<file path="config.mk">
export PLATFORM = sky130hd
export DESIGN_NAME = mcs_mailbox_sema
export DESIGN_NICKNAME = d
export VERILOG_FILES = /design/src/logic/mcs_pkg.sv /design/src/logic/mcs_mailbox_sema.sv
export SDC_FILE = /design/constraint.sdc
export NUM_CORES = 1
export LEC_CHECK = 0
export BUFFER_PORTS_ARGS = -buffer_cell sky130_fd_sc_hd__buf_4
export CAP_MARGIN = 20
export CORE_UTILIZATION = 45
export CTS_BUF_LIST = sky130_fd_sc_hd__clkbuf_4 sky130_fd_sc_hd__clkbuf_8 sky130_fd_sc_hd__clkbuf_16
export DETAILED_ROUTE_END_ITERATION = 12
export PLACE_DENSITY = 0.76
export RECOVER_POWER = 50
export SLEW_MARGIN = 30
export SYNTH_ARGS = -nofsm -noshare
export SYNTH_HDL_FRONTEND = slang
export SYNTH_SLANG_ARGS = --single-unit
</file>
<file path="constraint.sdc">
create_clock -name sys_clk_i -period 3.1 [get_ports sys_clk_i]
set_input_delay 0.155 -clock sys_clk_i [delete_from_list [all_inputs] [get_ports sys_clk_i]]
set_output_delay 0.155 -clock sys_clk_i [all_outputs]
set_load 0.005 [all_outputs]
</file>
<file path="src/logic/mcs_pkg.sv">
// constants, register map and request carrier for the mailbox and semaphore block
// assumes one register port shared by all host interfaces, arbitrated upstream
package mcs_pkg;

   // widths
   localparam int ADDR_W = 8;
   localparam int DATA_W = 32;
   localparam int SRC_W = 3;
   localparam int OWN_W = 3;
   localparam int NUM_SEMA = 2;

   // register offsets (byte addresses, one word each)
   localparam logic [7:0] OFF_MAILBOX = 8'h00;
   localparam logic [7:0] OFF_MAILBOX_SET = 8'h04;
   localparam logic [7:0] OFF_MAILBOX_BIT_CLEAR_PORT = 8'h08;
   localparam logic [7:0] OFF_SEMAPHORE_IRQ_CONFIG = 8'h0c;
   localparam logic [7:0] OFF_SEMAPHORE_ZERO_CLAIM = 8'h10;
   localparam logic [7:0] OFF_SEMAPHORE_ONE_CLAIM = 8'h14;
   localparam logic [7:0] OFF_SEMAPHORE_ZERO_HOLDER = 8'h18;
   localparam logic [7:0] OFF_SEMAPHORE_ONE_HOLDER = 8'h1c;
   localparam logic [7:0] OFF_IRQ_MANUAL_TRIGGER = 8'h20;
   localparam logic [7:0] OFF_IRQ_ROUTE = 8'h24;

   // field positions
   localparam int CLAIM_BIT = 0;        // claim / release bit of a claim word
   localparam int POLARITY_LSB = 0;     // semaphore_irq_polarity, one bit per semaphore

   // reset values
   localparam logic [31:0] RST_MAILBOX = 32'h0000_0000;
   localparam logic [1:0] RST_POLARITY = 2'h0;
   localparam logic [1:0] RST_TRIGGER = 2'h0;
   localparam logic [1:0] RST_ROUTE = 2'h0;

   // identity of the interface that issued an access
   localparam logic [2:0] SRC_EMBEDDED = 3'h0;
   localparam logic [2:0] SRC_PCIE = 3'h1;
   localparam logic [2:0] SRC_PARALLEL_HOST_PORT = 3'h2;
   localparam logic [2:0] SRC_SERIAL_HOST_PORT = 3'h3;
   localparam logic [2:0] SRC_MANAGEMENT_SERIAL_SLAVE = 3'h4;

   // holder encoding read back from the holder registers
   localparam logic [2:0] OWN_FREE = 3'h0;
   localparam logic [2:0] OWN_EMBEDDED = 3'h1;
   localparam logic [2:0] OWN_PARALLEL = 3'h2;
   localparam logic [2:0] OWN_SERIAL = 3'h3;
   localparam logic [2:0] OWN_MANAGEMENT = 3'h4;

   // one register access as issued by the upstream arbiter
   typedef struct packed {
      logic [7:0] addr;
      logic [31:0] wdata;
      logic wr;
      logic rd;
      logic [2:0] src;
   } mcs_req_type;

   // map an access source to the holder code it is recorded under
   function automatic logic [2:0] mcs_holder_of(input logic [2:0] src);
      logic [2:0] res;
      res = OWN_FREE;
      if (src == SRC_EMBEDDED || src == SRC_PCIE) res = OWN_EMBEDDED;
      else if (src == SRC_PARALLEL_HOST_PORT) res = OWN_PARALLEL;
      else if (src == SRC_SERIAL_HOST_PORT) res = OWN_SERIAL;
      else if (src == SRC_MANAGEMENT_SERIAL_SLAVE) res = OWN_MANAGEMENT;
      return res;
   endfunction : mcs_holder_of

endpackage : mcs_pkg

</file>
<file path="src/logic/mcs_mailbox_sema.sv">
// mailbox word, two claim-by-read semaphores and their soft interrupts
// assumes all host interfaces are merged onto one register port upstream,
// one access per cycle, each tagged with the identity of its source
// limitation: a claim from a source outside the known set answers zero and
// takes nothing, so such a source can release a semaphore but never hold one
// all state clears on the asynchronous reset; no clock is needed while it is low
// the soft irqs are levels two flops behind the access that changes them
//
// Decided for this implementation: the plain strobed port and the address map.
`timescale 1ns/10ps

module mcs_mailbox_sema (
   input wire logic sys_clk_i,                   // 100 MHz register clock
   input wire logic arst_n_i,                    // asynchronous reset, active low
   input wire mcs_pkg::mcs_req_type req_i,       // one access with its source tag
   output logic [31:0] rdata_o,                  // read data, cycle after the read
   output logic [1:0] cpu_irq_o,                 // soft irqs routed to embedded cpu
   output logic [1:0] ext_irq_o                  // soft irqs routed to external pins
);

   // register state
   logic [31:0] mbox_q;
   logic [31:0] mbox_d;
   logic [1:0] polarity_q;
   logic [1:0] trigger_q;
   logic [1:0] route_q;
   logic [2:0] holder_q [2];
   logic [2:0] holder_d [2];
   logic [31:0] rdata_q;
   logic [1:0] cpu_irq_q;
   logic [1:0] ext_irq_q;

   // location decode
   wire hit_mbox = (req_i.addr == mcs_pkg::OFF_MAILBOX);
   wire hit_set = (req_i.addr == mcs_pkg::OFF_MAILBOX_SET);
   wire hit_clr = (req_i.addr == mcs_pkg::OFF_MAILBOX_BIT_CLEAR_PORT);
   wire hit_cfg = (req_i.addr == mcs_pkg::OFF_SEMAPHORE_IRQ_CONFIG);
   wire hit_trig = (req_i.addr == mcs_pkg::OFF_IRQ_MANUAL_TRIGGER);
   wire hit_route = (req_i.addr == mcs_pkg::OFF_IRQ_ROUTE);

   // write strobes per location
   wire wr_mbox = req_i.wr && hit_mbox;
   wire wr_set = req_i.wr && hit_set;
   wire wr_clr = req_i.wr && hit_clr;
   wire wr_cfg = req_i.wr && hit_cfg;
   wire wr_trig = req_i.wr && hit_trig;
   wire wr_route = req_i.wr && hit_route;

   // identity of the requester as a holder code; unknown sources never win
   wire [2:0] req_holder = mcs_pkg::mcs_holder_of(req_i.src);
   wire src_known = (req_holder != mcs_pkg::OWN_FREE);

   // mailbox next value: only one access per cycle reaches here, so every
   // update lands on the word left by the previous one
   // (a masked write can never race a direct write from another port)
   assign mbox_d = wr_mbox ? req_i.wdata :
                   wr_set ? (mbox_q | req_i.wdata) :
                   wr_clr ? (mbox_q & ~req_i.wdata) :
                   mbox_q;

   // mailbox storage
   always_ff @(posedge sys_clk_i or negedge arst_n_i) begin
      if (!arst_n_i) begin
         mbox_q <= mcs_pkg::RST_MAILBOX;
      end else begin
         mbox_q <= mbox_d;
      end
   end

   // semaphore irq polarity: bit n set makes irq n assert while taken
   always_ff @(posedge sys_clk_i or negedge arst_n_i) begin
      if (!arst_n_i) begin
         polarity_q <= mcs_pkg::RST_POLARITY;
      end else if (wr_cfg) begin
         polarity_q <= req_i.wdata[mcs_pkg::POLARITY_LSB +: 2];
      end
   end

   // manual trigger: a level that holds irq n up until written back to zero
   always_ff @(posedge sys_clk_i or negedge arst_n_i) begin
      if (!arst_n_i) begin
         trigger_q <= mcs_pkg::RST_TRIGGER;
      end else if (wr_trig) begin
         trigger_q <= req_i.wdata[1:0];
      end
   end

   // routing: bit n set sends irq n to the external output
   always_ff @(posedge sys_clk_i or negedge arst_n_i) begin
      if (!arst_n_i) begin
         route_q <= mcs_pkg::RST_ROUTE;
      end else if (wr_route) begin
         route_q <= req_i.wdata[1:0];
      end
   end

   // per-semaphore claim logic
   logic [1:0] hit_claim;
   logic [1:0] hit_holder;
   logic [1:0] claim_rd;
   logic [1:0] release_wr;
   logic [1:0] taken;
   logic [1:0] grant;
   logic [1:0] sema_level;
   logic [1:0] soft_irq;

   for (genvar i = 0; i < mcs_pkg::NUM_SEMA; i++) begin : g_sema
      localparam logic [7:0] CLAIM_OFF = (i == 0) ? mcs_pkg::OFF_SEMAPHORE_ZERO_CLAIM :
                                                    mcs_pkg::OFF_SEMAPHORE_ONE_CLAIM;
      localparam logic [7:0] HOLDER_OFF = (i == 0) ? mcs_pkg::OFF_SEMAPHORE_ZERO_HOLDER :
                                                     mcs_pkg::OFF_SEMAPHORE_ONE_HOLDER;

      // decode and claim/release qualification
      assign hit_claim[i] = (req_i.addr == CLAIM_OFF);
      assign hit_holder[i] = (req_i.addr == HOLDER_OFF);
      assign claim_rd[i] = req_i.rd && hit_claim[i];
      assign release_wr[i] = req_i.wr && hit_claim[i] && req_i.wdata[mcs_pkg::CLAIM_BIT];
      assign taken[i] = (holder_q[i] != mcs_pkg::OWN_FREE);
      // single port means two claims can never meet in one cycle;
      // back-to-back claims are taken in order, so the later one finds it taken
      assign grant[i] = claim_rd[i] && !taken[i] && src_known;

      // holder next value; a release from anyone frees it
      // a claim of a free semaphore records the requester's holder code
      assign holder_d[i] = release_wr[i] ? mcs_pkg::OWN_FREE :
                           grant[i] ? req_holder :
                           holder_q[i];

      // holder storage, independent per semaphore
      always_ff @(posedge sys_clk_i or negedge arst_n_i) begin
         if (!arst_n_i) begin
            holder_q[i] <= mcs_pkg::OWN_FREE;
         end else begin
            holder_q[i] <= holder_d[i];
         end
      end

      // semaphore i drives soft irq i; polarity 0 asserts on free, 1 on taken
      assign sema_level[i] = polarity_q[i] ? taken[i] : !taken[i];
      assign soft_irq[i] = sema_level[i] || trigger_q[i];

   end

   // embedded cpu side: route bit clear keeps irq n here
   always_ff @(posedge sys_clk_i or negedge arst_n_i) begin
      if (!arst_n_i) begin
         cpu_irq_q <= 2'h0;
      end else begin
         cpu_irq_q <= soft_irq & ~route_q;
      end
   end

   // external side: route bit set sends irq n out to another processor
   always_ff @(posedge sys_clk_i or negedge arst_n_i) begin
      if (!arst_n_i) begin
         ext_irq_q <= 2'h0;
      end else begin
         ext_irq_q <= soft_irq & route_q;
      end
   end

   // read selection; claim words report the grant of this very access
   // (the holder only changes at the edge that takes the read, too late to answer from)
   wire [31:0] rd_word =
      hit_mbox ? mbox_q :
      hit_cfg ? {30'h0, polarity_q} :
      hit_claim[0] ? {31'h0, grant[0]} :
      hit_claim[1] ? {31'h0, grant[1]} :
      hit_holder[0] ? {29'h0, holder_q[0]} :
      hit_holder[1] ? {29'h0, holder_q[1]} :
      hit_trig ? {30'h0, trigger_q} :
      hit_route ? {30'h0, route_q} :
      32'h0000_0000;                                                 // set/clear and unmapped

   // read data valid only in the cycle after the read strobe
   // a zero between reads keeps stale claim answers off the bus
   always_ff @(posedge sys_clk_i or negedge arst_n_i) begin
      if (!arst_n_i) begin
         rdata_q <= 32'h0000_0000;
      end else begin
         rdata_q <= req_i.rd ? rd_word : 32'h0000_0000;
      end
   end

   assign rdata_o = rdata_q;
   assign cpu_irq_o = cpu_irq_q;
   assign ext_irq_o = ext_irq_q;
endmodule : mcs_mailbox_sema

</file>
# Word-level counts from Yosys, hierarchy flattened
# Cells that the tools add are included.
# op_classes
bitwise_logic	6
reduce_logical	29
eq_ne	13
mux	22
# op_table
cell	count
$mux 32	5
$mux 3	13
$and 32x32->32	1
$eq 8x5->1 const B	4
$not 32->32	1
$or 32x32->32	1
$eq 8x4->1 const B	2
$eq 8x6->1 const B	2
$logic_and 1x1->1	16
$reduce_bool 3->1	4
$eq 8x3->1 const B	1
$logic_not 8->1	1
$eq 3x2->1 const B	2
$and 2x2->2	2
$mux 2	2
$reduce_bool 2->1	2
$eq 3x1->1 const B	1
$eq 3x3->1 const B	1
$logic_not 3->1	1
$logic_or 1x1->1	3
$logic_not 1->1	2
$mux 1	2
$not 2->2	1
# word_totals
out_inout_bits	36
wordCells	79
register_bits	80
inputBits	47

# Depth between registers and ports, before layout
# Gate-level depths: netlist of run 1.
# logic_depth
depth_word	12
mapped_depth	6
mapped_depth_nobuf	4

# Worst setup path after synthesis of run 1
# No wires, ideal clock.
# synth_timing
kind	in2reg
start	input port req_i[38] in the netlist's numbering
end	register route_q[0]
path_stages	4
required_ns	2.975
arrival_time_ns	1.148
setup_ns	0.125
slack_ns	1.827
n_path_buf	1
path_cell_list	nor4_4 buf_4 and4_1 mux2_2
# synth_via
elab_chain_cells	2
# synth_rtl
element	line_no	source
start, declared	mcs_mailbox_sema.sv:15	input wire mcs_pkg::mcs_req_type req_i,
$eq 8x6->1	mcs_mailbox_sema.sv:39	wire hit_route = (req_i.addr == mcs_pkg::OFF_IRQ_ROUTE);
$logic_and 1x1->1	mcs_mailbox_sema.sv:47	wire wr_route = req_i.wr && hit_route;
end signal, assigned	mcs_mailbox_sema.sv:91	route_q <= mcs_pkg::RST_ROUTE;
end signal, assigned	mcs_mailbox_sema.sv:93	route_q <= req_i.wdata[1:0];
end, declared	mcs_mailbox_sema.sv:26	logic [1:0] route_q;
# Every way passes these cells.
# A chain may end at the register's enable or synchronous reset.

==> results_dict.tcl, run 1 <==
set metrics [dict create \
    status "finished with violations" \
    violations "max-capacitance violations, max-slew violations" \
    grt_start_max_net_pins 81 \
    start_kind "input port" \
    clk_pin_slew_ns 0.08 \
    slew_headroom_pct -26.2 \
    insertion_delay_ns 0.35 \
    die_w_um 87.8 \
    rsz0062_at_grt "false" \
    tns_ns 0 \
    cp.required_ns 3.19 \
    syn-num-nets 325 \
    synth-xor-area-share_pct 0.529 \
    die_h_um 87.8 \
    first_pass_iters 6 \
    post_cts_buffers 0 \
    r2r-start "holder_q[2]" \
    syn-instance-count 278 \
    synthSimpleGateAreaFrac_pct 15.8 \
    synthToLayoutAreaGrowth_pct 26.3 \
    critPathCaptureType "async pin" \
    fp-row-count 30 \
    finClkSkew_ns 0.00847 \
    powerDensity_nw_per_um2 482 \
    cts_tree "yes" \
    start_util_pct 47.7 \
    yosys.area.top_type "dfrtp_1" \
    synth.distinct_cells 37 \
    drive_above_1_share_pct 30.7 \
    htreeDepth 3 \
    synth_edf_count 0 \
    hpwl_um 4860 \
    critPathKind "input port to async pin" \
    final_nets 404 \
    antenna_found_initial 0 \
    synth_seq_cells 80 \
    die_area_um2 7710 \
    grt_pass1_wl_um 11800 \
    portBuffers 82 \
    tightest_slew_ns 1.89 \
    layout_min_cycle_time_ns 1.98 \
    antenna_cells 0 \
    grt_pass1_vias 2434 \
    path_cells "dlygate4sd3_1, clkbuf_2" \
    routed_via_density 5.59 \
    min_from "req_i[20]" \
    leakage_uw 0.00212 \
    routedWlPerCell_um 15.8 \
    gr-total-overflow 0 \
    dr.first_iter.drc_count 139 \
    crit_family "buffers and inverters" \
    arrival_ns 2.07 \
    via_count 2554 \
    synth_compound_gate_area_share_pct 17.0 \
    fin_crit_sh_pct 63.8 \
    hold_class "input port to flip-flop" \
    ant_nets 0 \
    gp_congestion 0.877 \
    io_pins 83 \
    drcViolationCount 0 \
    cap_violations 1 \
    synth_ff_type "dfrtp_1" \
    synth_most_common_cell "dfrtp_1" \
    slew_viol_final 81 \
    path_max_fanout 80 \
    finalHoldViolCount 0 \
    finalWirelength_um 7230 \
    core_um2 6940 \
    grtUsageTotal_pct 20.3 \
    yosysWarningCount 0 \
    synthTopCellsByArea "dfrtp_1 60%, a22o_1 8.5%, and3_1 5.9%, o21ai_1 4.7%, buf_2 2.0%" \
    cts_sinks 80 \
    synth.area.mux_share_pct 3.32 \
    startpoint "arst_n_i" \
    ys_seq_area_share_pct 60.4 \
    cpPeakStageDelay_ns 1.32 \
    cp_slowest_cell "clkbuf_2" \
    ctsLongestPathBuffers 2 \
    syn-cell-area_um2 3310 \
    fmax_ghz 0.506 \
    cp_num_buf_inv 2 \
    cts_buffers 9 \
    synth_top_area_share_pct 60.4 \
    place_inst 441 \
    synth.cells.most_frequent "80 x dfrtp_1, 32 x a22o_1, 31 x and3_1, 31 x o21ai_1, 13 x buf_2" \
    n_fill_cell 569 \
    synth-adder-area-share_pct 0 \
    synth_top_family_by_area "compound AO/OA/AOI/OAI gates" \
    setup_viol 0 \
    syn_avg_cell_area_um2 11.9 \
    instances_no_fill 457 \
    cts_root_buf "clkbuf_8" \
    max-vdd-ir-drop_mv 0.235 \
    cts-resized-gates 0 \
    async_flop_share_pct 100 \
    hold_buffers 1 \
]
logic make-up after synthesis:
logic type | count (synthesis)
and+or+nand+nor | 84
AOI/OAI and AO/OA | 82
DFF | 80
buffers and inverters | 20
muxes | 10
xor gates and xnor gates | 2
power by group:
| group | total [µW] | switching (µW) | internal [µW] |
|---|---|---|---|
| Sequential | 1110 | 24.6 | 1090 |
| Combinational | 173 | 87.7 | 85.6 |
| Clock | 733 | 369 | 364 |
| Total | 2020 | 481 | 1540 |
layout make-up:
| cell class | instances | area [µm²] | area share, % |
|---|---|---|---|
| Clock buffer | 9 | 124 | 2.96 |
| Clock inverter | 6 | 61.3 | 1.47 |
| Inverter | 2 | 7.51 | 0.179 |
| Multi-Input combinational cell | 178 | 1220 | 29.2 |
| Sequential cell | 80 | 2000 | 47.8 |
| Tap cell | 96 | 120 | 2.87 |
| Timing Repair Buffer | 86 | 646 | 15.4 |
final timing paths:
check | end | slack (ns) | cells after the start
worst max register to register | rdata_o[0] | 1.53 | 4
max in group sys_clk_i | flip-flop | 1.25 | 6
worst min-delay path | flip-flop | 0.04 | 2
worst min register to register | cpu_irq_o[1] | 0.49 | 1
worst max-delay path | async pin | 1.12 | 2
min in group asynchronous | async pin | 0.84 | 2
through the flow:
step                      area, µm²  utilization [%]  hold slack (ns)  setup WS [ns]  power, µW
after floorplan                3310                -           -0.141           1.83       1200
after global placement         3990             57.5            0.362           1.00       1300
after detailed placement       3990             57.5            0.380          0.908       1300
after CTS                      4190             60.3           0.0235           1.27       2030
after global routing           4180             60.3           0.0244          0.706       2100
final                          4180             60.3           0.0367           1.12       2020
layer usage:
metal  GRT usage, %  vias to the layer above  share of wire (%)
met1           27.3                     1236                 44
met4           9.99                        0                1.9
met5              0                        -                  0
li1               -                     1199                  -
met3           4.05                       15                6.1
met2           31.5                      104                 48
cells in the final DEF (no fill, tap or decap), drive strengths merged, types with 3 or more instances in the layout:
cell type  count
clkbuf        28
a31oi          4
mux2           8
a22o          32
or2            3
nand2          7
dfrtp         80
nor4           4
nand4          3
nor3           4
nand3          5
buf           66
nor2          11
and4           3
o21ai         37
and3          31
o21a           4
clkinv         4
nor2b          5
(Power assumes the default switching activity.)
==> run 2: changes to the inputs <==
- clock period: 3.1 -> 2.1 ns (I/O delays scaled with it)
==> run 2 against run 1 <==
  * The flow now finishes without violations
  * Worst setup slack got worse by 0.71 ns
  * Sequential share of layout area decreased by 3.2 points
  * Register-to-register slack got worse by 1.0 ns
  * Global-route usage increased by 0.78 points
  * Routed wire length increased by 5.0%
  * Design area increased by 7.1%
  * Non-clock buffer count increased by 30
  * Final cell count increased by 6.8%
  * Hold slack got worse by 0.029 ns
  * Clock skew increased by 0.0019 ns
==> results_dict.tcl, run 2 (same netlist as run 1, synthesis figures left out) <==
set metrics [dict create \
    status "complete, no violations" \
    min_from "req_i[13]" \
    layout_min_cycle_time_ns 1.69 \
    ant_nets 0 \
    whs_path_depth 2 \
    place_inst 445 \
    dr.first_iter.drc_count 167 \
    met3_length_um 489 \
    reg2reg_to "rdata_o[0]" \
    gr-total-overflow 0 \
    wl_met2_um 3620 \
    routed_via_density 5.46 \
    final_nets 434 \
    finClkSkew_ns 0.0103 \
    finalHoldViolCount 0 \
    cts-resized-gates 0 \
    instances_no_fill 488 \
    cp.required_ns 2.34 \
    first_pass_iters 4 \
    via_count 2666 \
    synthToLayoutAreaGrowth_pct 35.3 \
    portBuffers 82 \
    critPathKind "input port to flip-flop" \
    regArea_um2 2000 \
    n_fill_cell 571 \
    grt_pass1_wl_um 12200 \
    drive_above_1_share_pct 28.8 \
    cts_sinks 80 \
    path_max_fanout 32 \
    max-vdd-ir-drop_mv 0.366 \
    fp-row-count 30 \
    insertion_delay_ns 0.35 \
    rsz0062_at_grt "false" \
    fin_crit_sh_pct 80.3 \
    leakage_uw 0.00224 \
    gp_congestion 0.890 \
    final_cell_area_um2 4480 \
    grt_pass1_vias 2549 \
    cts_tree "yes" \
    startpoint "req_i[38]" \
    core_um2 6940 \
    r2r-start "holder_q[4]" \
    slew_viol_final 0 \
    drcViolationCount 0 \
    powerDensity_nw_per_um2 692 \
    multiInputGateArea_um2 1210 \
    antenna_cells 0 \
    die_w_um 87.8 \
    routedWlPerCell_um 15.5 \
    htreeDepth 3 \
    fmax_ghz 0.593 \
    tns_ns 0 \
    layout_commonest_cell "dfrtp_1" \
    ctsLongestPathBuffers 2 \
    power_uw 3100 \
    finalWirelength_um 7590 \
    antenna_found_initial 0 \
    start_util_pct 47.7 \
    top_layer "met4" \
    cts_buffers 9 \
    cts_root_buf "clkbuf_8" \
    reg2reg_slack_ns 0.52 \
    reg2regPathDepth 4 \
    hpwl_um 4860 \
    final_cell_mix "80 x dfrtp_1, 52 x buf_4, 33 x clkbuf_4, 32 x a22o_1" \
    die_area_um2 7710 \
    clk_pin_slew_ns 0.08 \
    hold_class "input port to flip-flop" \
    cap_violations 0 \
    dpl_cell_area_um2 4030 \
    start_kind "input port" \
    arrival_ns 1.93 \
    slew_headroom_pct 31.7 \
    post_cts_buffers 0 \
    grt_start_max_net_pins 43 \
    die_h_um 87.8 \
    wl_met1_um 3380 \
    final_util_pct 64.5 \
    grtUsageTotal_pct 21.1 \
    setup_viol 0 \
    tightest_slew_ns 1.03 \
    io_pins 83 \
    critPathCaptureType "flip-flop" \
]
-- run 2: changes by cell type in the layout (fill, tap and decap cells not counted) --
cell           delta
dlygate4sd3_1    +26
clkbuf_4         +15
buf_4            -14
clkbuf_1          +2
clkinv_2          -2
inv_6             +2
buf_12            +1
clkinv_4          -1
clkinvlp_4        +1
inv_8             +1
nor4_1            +1
nor4_4            -1
-- run 2: what timing repair did --
action                                 4_1_cts  5_1_grt
hold buffers                                27        0
setup endpoints to repair                    0        0
endpoints found under the hold margin       64        0
-- run 2: power by group --
part,total (µW),internal [µW],switching (µW),leakage (µW)
combinational,300,162,138,0.00104
sequential,1640,1600,35.8,0.00110
clock,1160,564,598,0.0000982
-- run 2: metal layers --
layer	track usage, %	vias to the layer above
li1	-	1253
met2	33.0	109
met5	0	-
met1	28.4	1293
met4	7.00	0
met3	5.84	11
-- run 2: area by class of cell --
| cell class | instances | share of cell area, % |
|---|---|---|
| Multi-Input combinational cell | 178 | 27.0 |
| Clock inverter | 7 | 1.76 |
| Tap cell | 96 | 2.68 |
| Clock buffer | 9 | 2.76 |
| Inverter | 2 | 0.168 |
| Sequential cell | 80 | 44.7 |
| Timing Repair Buffer | 116 | 21.0 |
-- run 2: through the flow --
stage,hold slack [ns],setup slack [ns]
after floorplan,-0.191,0.839
after CTS,0.000645,0.534
after global routing,0.000522,0.348
after detailed placement,0.123,0.439
final,0.00795,0.415
after global placement,0.108,0.478
-- run 2: worst max-delay path by stage --
stage | end | slack [ns] | depth (start not counted)
2_1_floorplan | rdata_o[0] | 0.84 | 4
3_3_place_gp | flip-flop | 0.48 | 6
3_5_place_dp | flip-flop | 0.44 | 6
4_1_cts | rdata_o[0] | 0.53 | 4
5_1_grt | flip-flop | 0.35 | 6
6_report | flip-flop | 0.41 | 6
-- run 2: worst max-delay path, cell delays in order --
cell and delay [ns]:
clkbuf_1 0.11, nor4_1 0.74, and4_1 0.30, buf_4 0.31, o21ai_1 0.11, a22o_1 0.23
